==> src/core/cfg_loader_cfg.svh <==
// Constants shared by both ends of the parallel configuration link.
`ifndef CFG_LOADER_CFG_SVH
`define CFG_LOADER_CFG_SVH
`define CFG_CORE_MHZ       250
`define CFG_WORD_W         32
`define CFG_FIFO_DEPTH     32
`define CFG_POR_US         268
`define CFG_INIT_US        175
`define CFG_REQ_LOW_US     2
`define CFG_REQ_LOW_CYC    (`CFG_REQ_LOW_US * `CFG_CORE_MHZ)
`define CFG_HALF_CYC       4
`define CFG_DONE_FALLS     2
`define CFG_OPT_INIT_BIT   0
`define CFG_IMG_W          32
`endif

==> src/core/cfg_loader_pkg.sv <==
// Types shared by both ends of the parallel configuration link.
package cfg_loader_pkg;
  typedef logic [31:0] word_t;
  typedef logic [3:0]  ratio_t;
  typedef enum logic [1:0] {width_8, width_16, width_32} width_e;
  typedef enum {st_hold, st_por, st_load, st_done, st_init, st_user} dev_state_e;
  typedef enum {h_idle, h_req, h_wait_status, h_send, h_wait_done, h_finish} host_state_e;

  function automatic word_t mask_word(input width_e w, input word_t d);
    word_t m;
    m = d;
    if (w == width_8) begin
      m = {24'h000000, d[7:0]};
    end else if (w == width_16) begin
      m = {16'h0000, d[15:0]};
    end
    return m;
  endfunction
endpackage

==> src/core/cfg_link_if.sv <==
// Pins between the configuration host and the configured device.
`timescale 1ns/1ps
interface cfg_link_if;
  logic        config_request_n;
  logic        config_clock;
  logic [31:0] data;
  logic        status_n;
  logic        load_complete;
  logic        init_done;
  logic        init_done_en;

  modport device (
    input  config_request_n,
    input  config_clock,
    input  data,
    output status_n,
    output load_complete,
    output init_done,
    output init_done_en
  );

  modport host (
    output config_request_n,
    output config_clock,
    output data,
    input  status_n,
    input  load_complete,
    input  init_done,
    input  init_done_en
  );
endinterface

==> src/core/cfg_device_end.sv <==
// Configured device end of the parallel configuration link.
`timescale 1ns/1ps
`include "cfg_loader_cfg.svh"
module cfg_device_end #(
  parameter int unsigned POR_CYCLES  = `CFG_POR_US * `CFG_CORE_MHZ,
  parameter int unsigned INIT_CYCLES = `CFG_INIT_US * `CFG_CORE_MHZ
) (
  input  wire logic                      i_core_clk,
  input  wire logic                      i_reset_n,
  cfg_link_if.device                     link,
  input  wire cfg_loader_pkg::width_e    i_width,
  input  wire cfg_loader_pkg::ratio_t    i_ratio,
  input  wire logic [`CFG_IMG_W-1:0]     i_image_words,
  output logic                           o_word_valid,
  output cfg_loader_pkg::word_t          o_word_data,
  output logic                           o_user_mode,
  output logic                           o_busy
);
  import cfg_loader_pkg::*;

  dev_state_e              state_r;
  dev_state_e              state_nxt;
  logic                    clk_s1_r;
  logic                    clk_s2_r;
  logic                    clk_s3_r;
  logic                    req_s1_r;
  logic                    req_s2_r;
  word_t                   data_s1_r;
  word_t                   data_s2_r;
  logic                    rise;
  logic                    fall;
  logic [31:0]             delay_cnt_r;
  logic                    delay_done;
  ratio_t                  ratio_m1;
  ratio_t                  rise_cnt_r;
  logic [`CFG_IMG_W-1:0]   word_cnt_r;
  logic                    latch;
  logic                    last_latch;
  logic [1:0]              fall_cnt_r;
  logic                    init_opt_r;
  logic                    status_n_r;
  logic                    load_complete_r;
  logic                    init_done_r;
  logic                    init_done_en_r;

  // Link pins are driven straight from registers.
  assign link.status_n      = status_n_r;
  assign link.load_complete = load_complete_r;
  assign link.init_done     = init_done_r;
  assign link.init_done_en  = init_done_en_r;

  // Pins from the host pass two flip-flops before use.
  always_ff @(posedge i_core_clk or negedge i_reset_n) begin
    if (!i_reset_n) begin
      clk_s1_r  <= 1'b0;
      clk_s2_r  <= 1'b0;
      clk_s3_r  <= 1'b0;
      req_s1_r  <= 1'b1;
      req_s2_r  <= 1'b1;
      data_s1_r <= '0;
      data_s2_r <= '0;
    end else begin
      clk_s1_r  <= link.config_clock;
      clk_s2_r  <= clk_s1_r;
      clk_s3_r  <= clk_s2_r;
      req_s1_r  <= link.config_request_n;
      req_s2_r  <= req_s1_r;
      data_s1_r <= link.data;
      data_s2_r <= data_s1_r;
    end
  end

  // A clock held low yields no edges, so loading simply waits.
  assign rise = clk_s2_r && !clk_s3_r;
  assign fall = !clk_s2_r && clk_s3_r;

  assign ratio_m1   = (i_ratio == '0) ? '0 : i_ratio - 1'b1;
  assign latch      = (state_r == st_load) && rise && (rise_cnt_r == '0);
  assign last_latch = latch && (word_cnt_r == i_image_words - 1'b1);

  assign delay_done =
    ((state_r == st_por) && (delay_cnt_r == 32'(POR_CYCLES - 1))) ||
    ((state_r == st_init) && (delay_cnt_r == 32'(INIT_CYCLES - 1)));

  // Next state of the configuration sequence.
  always_comb begin
    state_nxt = state_r;
    if (!req_s2_r) begin
      state_nxt = st_hold;
    end else begin
      unique case (state_r)
        st_hold: begin
          state_nxt = st_por;
        end
        st_por: begin
          if (delay_done) begin
            state_nxt = st_load;
          end
        end
        st_load: begin
          if (last_latch) begin
            state_nxt = st_done;
          end
        end
        st_done: begin
          if (fall && (fall_cnt_r == 2'(`CFG_DONE_FALLS - 1))) begin
            state_nxt = st_init;
          end
        end
        st_init: begin
          if (delay_done) begin
            state_nxt = st_user;
          end
        end
        st_user: begin
          state_nxt = st_user;
        end
      endcase
    end
  end

  always_ff @(posedge i_core_clk or negedge i_reset_n) begin
    if (!i_reset_n) begin
      state_r <= st_por;
    end else begin
      state_r <= state_nxt;
    end
  end

  // Delay counter for the power-on hold and the initialization time.
  always_ff @(posedge i_core_clk or negedge i_reset_n) begin
    if (!i_reset_n) begin
      delay_cnt_r <= '0;
    end else if (state_nxt != state_r) begin
      delay_cnt_r <= '0;
    end else if ((state_r == st_por) || (state_r == st_init)) begin
      delay_cnt_r <= delay_cnt_r + 1'b1;
    end
  end

  // Rising edges counted within one word period.
  always_ff @(posedge i_core_clk or negedge i_reset_n) begin
    if (!i_reset_n) begin
      rise_cnt_r <= '0;
    end else if (state_r != st_load) begin
      rise_cnt_r <= '0;
    end else if (rise) begin
      rise_cnt_r <= (rise_cnt_r == ratio_m1) ? '0 : rise_cnt_r + 1'b1;
    end
  end

  // Words received so far.
  always_ff @(posedge i_core_clk or negedge i_reset_n) begin
    if (!i_reset_n) begin
      word_cnt_r <= '0;
    end else if (state_r != st_load) begin
      word_cnt_r <= '0;
    end else if (latch) begin
      word_cnt_r <= word_cnt_r + 1'b1;
    end
  end

  // Falling edges after load-complete has risen.
  always_ff @(posedge i_core_clk or negedge i_reset_n) begin
    if (!i_reset_n) begin
      fall_cnt_r <= '0;
    end else if (state_r != st_done) begin
      fall_cnt_r <= '0;
    end else if (fall) begin
      fall_cnt_r <= fall_cnt_r + 1'b1;
    end
  end

  // Received words go to the user side, masked to the active lines.
  always_ff @(posedge i_core_clk or negedge i_reset_n) begin
    if (!i_reset_n) begin
      o_word_valid <= 1'b0;
      o_word_data  <= '0;
    end else begin
      o_word_valid <= latch;
      if (latch) begin
        o_word_data <= mask_word(i_width, data_s2_r);
      end
    end
  end

  // The init pin option is carried in the first word of the image.
  always_ff @(posedge i_core_clk or negedge i_reset_n) begin
    if (!i_reset_n) begin
      init_opt_r <= 1'b0;
    end else if ((state_r == st_hold) || (state_r == st_por)) begin
      init_opt_r <= 1'b0;
    end else if (latch && (word_cnt_r == '0)) begin
      init_opt_r <= data_s2_r[`CFG_OPT_INIT_BIT];
    end
  end

  // Status pin: low during request hold and power-on delay.
  always_ff @(posedge i_core_clk or negedge i_reset_n) begin
    if (!i_reset_n) begin
      status_n_r <= 1'b0;
    end else begin
      status_n_r <= !((state_nxt == st_hold) || (state_nxt == st_por));
    end
  end

  // Load-complete: low until the whole image has arrived.
  always_ff @(posedge i_core_clk or negedge i_reset_n) begin
    if (!i_reset_n) begin
      load_complete_r <= 1'b0;
    end else begin
      load_complete_r <= (state_nxt == st_done) || (state_nxt == st_init) ||
                         (state_nxt == st_user);
    end
  end

  // Init pin: driven low once enabled, released in user mode.
  always_ff @(posedge i_core_clk or negedge i_reset_n) begin
    if (!i_reset_n) begin
      init_done_r    <= 1'b0;
      init_done_en_r <= 1'b0;
    end else begin
      init_done_r    <= (state_nxt == st_user);
      init_done_en_r <= init_opt_r;
    end
  end

  // User-side status.
  always_ff @(posedge i_core_clk or negedge i_reset_n) begin
    if (!i_reset_n) begin
      o_user_mode <= 1'b0;
      o_busy      <= 1'b1;
    end else begin
      o_user_mode <= (state_nxt == st_user);
      o_busy      <= (state_nxt != st_user);
    end
  end
endmodule

==> src/flat_wrapper.sv <==
// flat-port wrapper written by rule: the top's interface ports become plain ports
module cfg_device_end_flat import cfg_loader_pkg::*;
#(
  parameter int unsigned POR_CYCLES  = `CFG_POR_US * `CFG_CORE_MHZ,
  parameter int unsigned INIT_CYCLES = `CFG_INIT_US * `CFG_CORE_MHZ
)
  (i_core_clk, i_reset_n, i_width, i_ratio, i_image_words, o_word_valid, o_word_data, o_user_mode, o_busy, link_config_request_n, link_config_clock, link_data, link_status_n, link_load_complete, link_init_done, link_init_done_en);
  cfg_link_if link_i ();
  input  wire logic i_core_clk;
  input  wire logic i_reset_n;
  input  wire cfg_loader_pkg::width_e i_width;
  input  wire cfg_loader_pkg::ratio_t i_ratio;
  input  wire logic [`CFG_IMG_W-1:0] i_image_words;
  output logic o_word_valid;
  output cfg_loader_pkg::word_t o_word_data;
  output logic o_user_mode;
  output logic o_busy;
  input wire logic [$bits(link_i.config_request_n)-1:0] link_config_request_n;
  input wire logic [$bits(link_i.config_clock)-1:0] link_config_clock;
  input wire logic [$bits(link_i.data)-1:0] link_data;
  output wire logic [$bits(link_i.status_n)-1:0] link_status_n;
  output wire logic [$bits(link_i.load_complete)-1:0] link_load_complete;
  output wire logic [$bits(link_i.init_done)-1:0] link_init_done;
  output wire logic [$bits(link_i.init_done_en)-1:0] link_init_done_en;
  assign link_i.config_request_n = link_config_request_n;
  assign link_i.config_clock = link_config_clock;
  assign link_i.data = link_data;
  assign link_status_n = link_i.status_n;
  assign link_load_complete = link_i.load_complete;
  assign link_init_done = link_i.init_done;
  assign link_init_done_en = link_i.init_done_en;
  cfg_device_end #(.POR_CYCLES(POR_CYCLES), .INIT_CYCLES(INIT_CYCLES)) u_core (.i_core_clk(i_core_clk), .i_reset_n(i_reset_n), .link(link_i), .i_width(i_width), .i_ratio(i_ratio), .i_image_words(i_image_words), .o_word_valid(o_word_valid), .o_word_data(o_word_data), .o_user_mode(o_user_mode), .o_busy(o_busy));
endmodule
==> config.mk <==
export PLATFORM = sky130hd
export DESIGN_NAME = cfg_device_end_flat
export DESIGN_NICKNAME = d
export VERILOG_FILES = /design/src/core/cfg_loader_pkg.sv /design/src/core/cfg_link_if.sv /design/src/core/cfg_device_end.sv /design/src/flat_wrapper.sv
export VERILOG_INCLUDE_DIRS = /design/src /design/src/core
export SDC_FILE = /design/constraint.sdc
export NUM_CORES = 1
export LEC_CHECK = 0
export BUFFER_PORTS_ARGS = -buffer_cell sky130_fd_sc_hd__buf_2
export CAP_MARGIN = 10
export CORE_ASPECT_RATIO = 0.8
export CORE_UTILIZATION = 53
export CTS_CLUSTER_SIZE = 10
export DETAILED_ROUTE_END_ITERATION = 7
export HOLD_SLACK_MARGIN = 0.12
export PLACE_DENSITY = 0.83
export SLEW_MARGIN = 25
export SYNTH_ARGS = -nofsm -noshare
export SYNTH_HDL_FRONTEND = slang
export SYNTH_SLANG_ARGS = --single-unit
==> constraint.sdc <==
create_clock -name i_core_clk -period 2.6 [get_ports i_core_clk]
set_clock_uncertainty 0.05 [all_clocks]
set_input_delay 0.52 -clock i_core_clk [delete_from_list [all_inputs] [get_ports i_core_clk]]
set_output_delay 0.52 -clock i_core_clk [all_outputs]
set_load 0.03 [all_outputs]
## Yosys cells after proc, flatten, opt, wreduce, memory -nomap -nowiden

Cells that the tools add are included.

| word-level totals | value |
|---|---|
| flip-flop bits (word level) | 210 |
| bits of input ports | 74 |
| output and inout bits | 39 |
| word-level logic and storage cells | 98 |

| operators by class | value |
|---|---|
| add/subtract/negate cells | 6 |
| eq/ne operators | 22 |
| muxes and demuxes | 20 |
| reductions and logical operators | 30 |

Operator list:

| operator | number |
|---|---|
| 32-bit two-way mux | 11 |
| 32-bit case mux with 6 select lines | 1 |
| 32-bit by 2-bit equality test with 1-bit output (second input constant) | 4 |
| 32-bit by 3-bit equality test with 1-bit output (second input constant) | 4 |
| 32-bit zero test | 4 |
| 32-bit by 4-bit equality test with 1-bit output (second input constant) | 3 |
| 32-bit by 1-bit adder with 32-bit output (second input constant) | 2 |
| 32-bit by 3-bit inequality test with 1-bit output (second input constant) | 2 |
| 32-bit by 1-bit equality test with 1-bit output (second input constant) | 1 |
| 32-bit by 16-bit equality test with 1-bit output (second input constant) | 1 |
| 32-bit by 17-bit equality test with 1-bit output (second input constant) | 1 |
| 32-bit equality test | 1 |
| 32-bit inequality test | 1 |
| 32-bit by 4-bit inequality test with 1-bit output (second input constant) | 1 |
| 32-bit by 1-bit subtractor with 32-bit output (second input constant) | 1 |
| 4-bit two-way mux | 4 |
| 2-bit nonzero test | 5 |
| 1-bit logical AND | 9 |
| 4-bit zero test | 2 |
| 1-bit logical OR | 6 |
| 4-bit by 1-bit adder with 4-bit output (second input constant) | 1 |
| 2-bit by 1-bit equality test with 1-bit output (second input constant) | 2 |
| 4-bit equality test | 1 |
| 2-bit two-way mux | 2 |
| other kinds (5) | 8 |

## Logic depth before layout (Yosys ltp)

Gate-level depths: netlist of the first run.

| logic depth | value |
|---|---|
| depth in word-level cells | 11 |
| mapped depth | 12 |
| gate-level depth less buffers | 11 |

## Least setup slack after synthesis of the first run

No wires, ideal clock.

| timing | value |
|---|---|
| kind | input port to flip-flop |
| start point | in i_image_words[7] |
| end point | reg u_core.delay_cnt_r[13] |
| setup time | 0.119 ns |
| arrival time | 3.179 ns |
| required time | 2.431 ns |
| setup slack | -0.748 ns |
| cell stages on the path | 9 |
| path buffers | 1 |
| cell sequence | or4_1 or4_4 or4_1 a211o_1 a32oi_2 a41oi_4 mux2i_4 buf_6 nor2_2 |

| between the ends | value |
|---|---|
| word-level cells in the longest chain between the ends | 8 |
| elaborated cells on any way between the ends | 9 |
| those cells by class | 1 x add/sub; 2 x eq/ne; 4 x mux; 2 x reduce/logical |

Ends and longest elaborated chain:

| what | RTL line | source |
|---|---|---|
| start: declaration | flat_wrapper.sv:13 | `` input wire logic [`CFG_IMG_W-1:0] i_image_words; `` |
| 32-bit by 1-bit subtractor with 32-bit output (*) | cfg_device_end.sv:79 | `assign last_latch = latch && (word_cnt_r == i_image_words - 1'b1);` |
| 32-bit equality test (*) | cfg_device_end.sv:79 |  |
| 1-bit logical AND (*) | cfg_device_end.sv:79 |  |
| 32-bit two-way mux (*) | cfg_device_end.sv:101 | `if (last_latch) begin` |
| 32-bit case mux with 6 select lines (*) | cfg_device_end.sv:91 | `unique case (state_r)` |
| 32-bit two-way mux (*) | cfg_device_end.sv:88 | `if (!req_s2_r) begin` |
| 32-bit inequality test (*) | cfg_device_end.sv:134 | `end else if (state_nxt != state_r) begin` |
| 32-bit two-way mux / 2-bit nonzero test (equally long branches) | -- |  |
| end signal: assignment | cfg_device_end.sv:137 | `delay_cnt_r <= delay_cnt_r + 1'b1;` |
| end: declaration | cfg_device_end.sv:32 | `logic [31:0] delay_cnt_r;` |

Every way passes the cells marked *; elsewhere a longest branch is shown, timed or not.
A chain may end at the register's enable or synchronous reset.

## Worst setup path in the final report of the first run

| timing | value |
|---|---|
| start point | in i_image_words[10] |
| end point | reg u_core.delay_cnt_r[1] |

The elaborated chain is that of the path after synthesis.

==> qor.txt, run 1 <==
Pre-antenna DRT Iters -> 8
Max_cap viols -> 0
Rel. slew slack -> 0.661
Post-Syn Area -> 0.00938 mm^2
CTS tree -> yes
I/O Buffers -> 112
Die footprint -> 0.0182 mm^2
Post-synth top area cell -> dfrtp_1
Gr usage total -> 0.333
Final Non-Filler Cells -> 1476
Clock Tree Root -> clkbuf_16
Post-synth top area share -> 0.550
Syn Area/Cell -> 10.4 um^2
Fin. max-slew vios -> 0
Clk_lat worst skew -> 520 ps
Initial Util -> 0.541
Asr flop ratio synth -> 1.00
I/O Pins -> 113
Synth area leaders -> dfrtp_1 (55%), xor2_1 (4.9%), nand2_1 (4.7%)
Worst path required time -> 2980 ps
Die Y -> 121 um
Initial antenna violation count -> 0
Congestion Overflow GR -> 0
Worst Tran Pin Value -> 508 ps
Setup slack after layout -> -592 ps
Placed insts -> 1383
Final Cell Area -> 0.0129 mm^2
Placed cell areas -> 0.0113 mm^2
Worst Setup Start Kind -> primary input
Worst path arrival time -> 3580 ps
Top cells by count, synth -> dfrtp_1 (206), nand2_1 (118), nor2_1 (80)
Sequential fraction of the synthesis area -> 0.561
Drt wl/cell -> 20.7 um
Final Setup Violations -> 46
Netlist cell types -> 66
Drt total wl -> 30600 um
RSZ-0062 raised after global routing -> yes
HP Start -> u_core.data_s1_r[11]
Layout fillers -> 1040
Largest stage delay on the critical path -> 550 ps
Total CTS buffers -> 25
Cell mode on critical path -> or4_4
Top_reg_cell synth -> dfrtp_1
Fmax -> 0.313 GHz
Pleak -> 0.00573 uW
Hold Fails Final Rpt -> 0
Detailed placement HPWL -> 16400 um
Yosys warns -> 0
Violated checks -> negative setup slack
Vias -> 8738
Status -> finished, violations left
Rows -> 43
Endpoint type of the worst setup path -> flip-flop
ANT cells -> 0
# DRC -> 0
Synth Instances -> 904
Final ANT Viol Nets -> 0
Vias in the first global route -> 8838
Hold WC Path Type -> flip-flop to flip-flop
Area Growth Syn to Fin -> 37.5%
Core footprint -> 0.0173 mm^2
First-pass GRT wire length -> 46300 um
Die W -> 151 um
Setup CP Type -> primary input to flip-flop
Htree depth -> 1
Clock Sinks -> 210
DR iter-0 viols -> 1037
Number of synthesized flops with an enable pin -> 0
CP max FO -> 5
Crit path launch -> i_image_words[10]
Clk slew on worst S/H paths -> 60 ps
Min Tclk post-route -> 3190 ps
Maximum vdd drop -> 0.459 mV
Most frequent cell after synthesis -> dfrtp_1
RR Startpoint -> u_core.delay_cnt_r[11]
Via density -> 5.92
Cells along the critical path -> buf_6 > or4_4 > or4_4 > or4_4 > a211o_1 > a32oi_2 > a41oi_4 > mux2i_4 > buf_12 > buf_6 > a211oi_2
Layout Nets -> 1314
GP Congestion -> 0.895
Pin count of the biggest net entering global routing -> 74
Crit share post-route -> 1.23
Seq cells post-synth -> 210
Layout cells sized above 1 -> 0.309
Crit path max-delay cell type -> or4_4
Pwr Density -> 551 mW/mm^2
Clock Path Buffers -> 3
placed cells by master (no fill, tap or decap), types with 5 or more instances in the layout:
| cell type | n |
|---|---|
| dfrtp_1 | 206 |
| buf_4 | 144 |
| nand2_1 | 118 |
| buf_2 | 108 |
| nor2_1 | 76 |
| nand3_1 | 57 |
| xor2_1 | 52 |
| xnor2_1 | 39 |
| dlygate4sd3_1 | 35 |
| nor2_2 | 31 |
| conb_1 | 29 |
| clkbuf_16 | 26 |
| nand4_1 | 23 |
| inv_1 | 22 |
| nor3_1 | 22 |
| nor4_1 | 18 |
| clkbuf_1 | 18 |
| o21ai_0 | 16 |
| a21oi_1 | 14 |
| buf_6 | 13 |
| and3_1 | 12 |
| or3_1 | 9 |
| nand2b_1 | 7 |
| and4_1 | 7 |
| ha_1 | 7 |
| nor4_4 | 6 |
| nor4_2 | 6 |
| nor3b_1 | 6 |
| nor2b_1 | 6 |
| a31oi_1 | 6 |
| or4_4 | 6 |
| nor4b_1 | 5 |
| nand3b_1 | 5 |
| buf_12 | 5 |
report_power, final:
group          switching [uW]  internal [uW]  total [uW]
Clock                    1370           1900        3280
Sequential               47.8           3350        3400
Combinational             233            201         434
routing by layer:
| metal | wire, um | vias up | global-route usage | share of wire |
|---|---|---|---|---|
| li1 | - | 3759 | - | - |
| met1 | 10900 | 4220 | 0.393 | 0.36 |
| met2 | 14900 | 581 | 0.550 | 0.49 |
| met3 | 2600 | 178 | 0.0744 | 0.085 |
| met4 | 2170 | 0 | 0.215 | 0.071 |
| met5 | 0 | - | 0 | 0 |
cell families after synthesis:
| family | share of synthesized area |
|---|---|
| AND/OR/NAND/NOR | 0.250 |
| other | 0.000400 |
| flip-flops | 0.561 |
| buffers and inverters | 0.0276 |
| multiplexers | 0.00774 |
| AO/OA/AOI/OAI | 0.0568 |
| XOR/XNOR | 0.0859 |
| adder cells (fa/ha/maj) | 0.0107 |
worst max-delay path, delay by kind of cell:
family / cells / cell delay, ps
buf+inv: 3 / 380
compound gates: 4 / 830
mux: 1 / 250
simple gates: 3 / 1570
final timing paths:
| path | endpoint | slack, ps | cells after the start |
|---|---|---|---|
| setup / recovery | u_core.delay_cnt_r[1] | -590 | 11 |
| hold / removal | u_core.data_s2_r[11] | 290 | 0 |
| hold reg to reg | u_core.data_s2_r[11] | 290 | 0 |
| setup reg to reg | u_core.delay_cnt_r[17] | -500 | 11 |
| max in group asynchronous | u_core.o_busy | 1240 | 3 |
| min in group asynchronous | u_core.o_word_data[10] | 450 | 2 |
registers in the layout, summed over array words and instances (netlist names), 2 cells and up:
name	count
u_core.data_s1_r	32
u_core.data_s2_r	32
u_core.delay_cnt_r	32
u_core.fall_cnt_r	2
u_core.o_word_data	32
u_core.rise_cnt_r	4
u_core.state_r	32
u_core.word_cnt_r	32
metrics by stage:
stage / total power, uW / hold slack (ps) / util / TNS (ps) / setup WS [ps]
after floorplan: 3530 / 174 / - / -24260 / -726
after global placement: 3770 / 282 / 0.655 / -36210 / -1030
after detailed placement: 3790 / 285 / 0.655 / -39720 / -1110
after global routing: 7310 / 297 / 0.744 / -23660 / -691
after CTS: 7010 / 297 / 0.736 / -16920 / -543
final: 7110 / 292 / 0.744 / -19840 / -592
timing repair:
action	4_1_cts	5_1_grt
hold buffers	35	0
endpoints found under the setup margin	51	50
setup buffers	10	5
cloned	1	1
endpoints found under the hold margin	80	0
resized for setup	46	29
pin swaps	15	14
area by class of cell:
type | instances | area [um^2] | share of cell area
clock inverter | 3 | 47.5 | 0.00369
multi-input combinational | 662 | 4250 | 0.329
inverter | 25 | 96.3 | 0.00747
timing repair buffer | 308 | 2270 | 0.176
tap | 225 | 282 | 0.0218
clock buffer | 43 | 693 | 0.0537
sequential | 210 | 5260 | 0.408
No activity file was read; power rests on OpenSTA's default activity.
==> run 2, diff against run 1 <==
--- a/config.mk
+++ b/config.mk
@@ -6,14 +6,14 @@
 export SDC_FILE = /design/constraint.sdc
 export NUM_CORES = 1
 export LEC_CHECK = 0
-export BUFFER_PORTS_ARGS = -buffer_cell sky130_fd_sc_hd__buf_2
 export CAP_MARGIN = 10
 export CORE_ASPECT_RATIO = 0.8
-export CORE_UTILIZATION = 53
+export CORE_UTILIZATION = 57
 export CTS_CLUSTER_SIZE = 10
 export DETAILED_ROUTE_END_ITERATION = 7
+export DONT_BUFFER_PORTS = 1
 export HOLD_SLACK_MARGIN = 0.12
-export PLACE_DENSITY = 0.83
+export PLACE_DENSITY = 0.81
 export SLEW_MARGIN = 25
 export SYNTH_ARGS = -nofsm -noshare
 export SYNTH_HDL_FRONTEND = slang
==> run 2 against run 1 <==
The run ends with negative hold slack, negative setup slack left; final cell count fell by 11%; largest cell class unchanged; clock power is 2% lower; final area down 7.8%; utilization is 0.34 points higher; non-clock buffer count shrank 144; die area decreased by 6.9%; sequential power is essentially flat; register-to-register slack improved by 100 ps; highest routed layer unchanged; via count shrank 12%; global-route usage fell by 3.6 points; critical endpoint unchanged; largest power group unchanged.
==> qor.txt, run 2 (synthesized netlist as in run 1, its figures left out) <==
Pwr Density -> 573 mW/mm^2 (+3.9%)
RSZ-0062 raised after global routing -> yes
Flop-to-flop setup slack -> -400 ps (+100 ps)
Dpl ws -> -982 ps (+129 ps)
Hold Fails Final Rpt -> 210 (+210)
Clock Tree Root -> clkbuf_16
I/O Buffers -> 0 (-100%)
Internal -> 5390 uW (-1.2%)
Final ANT Viol Nets -> 0 (unchanged)
Die footprint -> 0.0170 mm^2 (-6.9%)
Gr usage total -> 0.298 (-0.0356)
Status -> finished, violations left
Hold WC Path Type -> primary input to asynchronous set/reset pin
Crit share post-route -> 1.18 (-0.0463)
Clock Sinks -> 210 (unchanged)
Core footprint -> 0.0159 mm^2 (-8.2%)
Max_cap viols -> 0 (unchanged)
Vias -> 7701 (-12%)
Logic pwr share -> 0.032 (-0.029)
Setup slack after layout -> -472 ps (+120 ps)
DR iter-0 viols -> 640 (-38%)
Final Setup Violations -> 41 (-11%)
# DRC -> 0 (unchanged)
Layout cells sized above 1 -> 0.216 (-0.0925)
Worst Setup Start Kind -> primary input
Endpoint type of the worst setup path -> flip-flop
Placed insts -> 1234 (-11%)
Total CTS buffers -> 25 (unchanged)
Rows -> 41 (-4.7%)
I/O Pins -> 113 (unchanged)
Fmax -> 0.326 GHz (+3.9%)
CTS tree -> yes
Reg power frac -> 0.497 (+0.019)
Hold_buf cts -> 35 (unchanged)
Congestion Overflow GR -> 0 (unchanged)
Worst Tran Pin Value -> 607 ps (+99.5 ps)
Worst path required time -> 2970 ps (about the same)
Setup CP Type -> primary input to flip-flop
Largest stage delay on the critical path -> 550 ps (about the same)
Worst reg-to-reg path cell count -> 11 (unchanged)
Layout Nets -> 1170 (-11%)
Drt total wl -> 25200 um (-17%)
Final Non-Filler Cells -> 1321 (-11%)
Rel. slew slack -> 0.596 (-0.0654)
Die Y -> 117 um (-3.5%)
Die W -> 145 um (-3.5%)
Critical Path Stages -> 11 (unchanged)
Crit path launch -> i_image_words[13]
ANT cells -> 0 (unchanged)
Pre-antenna DRT Iters -> 6 (-2)
Area Growth Syn to Fin -> 26.8%
Worst path arrival time -> 3440 ps (-140 ps)
Worst hold slack -> -352 ps (-644 ps)
Commonest non-fill, non-tap cell in the layout -> dfrtp_1
R2R Path End -> u_core.delay_cnt_r[8]
RR Startpoint -> u_core.delay_cnt_r[13]
CP max FO -> 7 (+2)
Min Tclk post-route -> 3070 ps (-120 ps)
Pin count of the biggest net entering global routing -> 211 (+190%)
Psw -> 1430 uW (-14%)
First-pass GRT wire length -> 39500 um (-15%)
GP Congestion -> 0.967 (+8.0%)
Initial Util -> 0.590 (+0.0484)
Pleak -> 0.00510 uW (-11%)
Maximum vdd drop -> 0.548 mV (+19%)
Violated checks -> negative hold slack, negative setup slack
Critical path capture point -> u_core.delay_cnt_r[1]
Cells along the critical path -> or4_4 > or4_4 > buf_4 > nor4_4 > mux2i_1 > a2111oi_2 > a41oi_4 > mux2i_4 > buf_12 > buf_4 > a211oi_2
Clk slew on worst S/H paths -> 60 ps (about the same)
Crit path max-delay cell type -> or4_4
Drt wl/cell -> 19.1 um (-7.8%)
Sw frac -> 0.209 (-0.0235)
Fin. max-slew vios -> 0 (unchanged)
Commonest non-fill, non-tap cells in the layout -> dfrtp_1 (206), buf_4 (122), nand2_1 (118)
Htree depth -> 1 (unchanged)
Via density -> 5.83 (-1.5%)
Top delay family on crit path -> simple AND/OR/NAND/NOR gates
Vias in the first global route -> 7793 (-12%)
Clk_lat worst skew -> 520 ps (about the same)
Detailed placement HPWL -> 15000 um (-8.4%)
Clock power frac -> 0.470 (+0.009)
Worst path bufs/invs -> 3 (unchanged)
Initial antenna violation count -> 0 (unchanged)
Clock Path Buffers -> 3 (unchanged)
[run 2: changes by cell type in the layout (fill, tap and decap cells not counted), moves of 4 or more]
cell	previous run	this run
buf_12	5	1
buf_4	144	122
buf_6	13	6
nor4_4	6	2
buf_2	108	0
[run 2: power by group through the flow]
stage	clock (uW)	sequential (uW)	combinational [uW]
final	3200	3390	221
after CTS	3250	3380	210
after global routing	3380	3390	238
after detailed placement	0	3430	153
after global placement	0	3430	150
after floorplan	0	3420	108
[run 2: worst min path at each step]
stage,from,endpoint,slack [ps],depth (start not counted)
floorplan,i_reset_n,u_core.clk_s1_r,170,0
global placement,i_reset_n,u_core.data_s2_r[13],180,0
detailed placement,i_reset_n,u_core.o_word_data[13],180,0
CTS,i_reset_n,u_core.data_s2_r[19],-360,0
global route,i_reset_n,u_core.data_s2_r[13],-360,0
finish,i_reset_n,u_core.o_word_data[13],-350,0
[run 2: routing by layer]
layer | global-route usage | vias to the layer above | wire [um]
li1 | - | 3480 | -
met1 | 0.364 | 3759 | 9740
met2 | 0.506 | 352 | 12500
met3 | 0.0555 | 110 | 1540
met4 | 0.172 | 0 | 1450
met5 | 0 | - | 0
[run 2: through the flow]
stage / TNS, ps / utilization / total power (uW) / hold WS, ps / instance area [um^2]
final: -15760 / 0.748 / 6810 / -352 / 11900
after CTS: -15790 / 0.741 / 6840 / -359 / 11800
after floorplan: -24260 / - / 3530 / 174 / 9490
after detailed placement: -36080 / 0.661 / 3590 / 177 / 10500
after global placement: -32250 / 0.661 / 3580 / 177 / 10500
after global routing: -19020 / 0.748 / 7010 / -360 / 11900
[run 2: area by class of cell]
cell class	instances	area [um^2]
timing repair buffer	164	1350
clock inverter	3	43.8
clock buffer	42	699
tap	215	269
fill	1040	4010
sequential	210	5260
multi-input combinational	662	4170
inverter	25	96.3
[run 2: what timing repair did]
| action | CTS | global route |
|---|---|---|
| setup buffers | 5 | 2 |
| endpoints found under the hold margin | 255 | 210 |
| pin swaps | 7 | 4 |
| gates resized for setup | 34 | 17 |
| setup endpoints to repair | 57 | 54 |
| cloned | 2 | 0 |
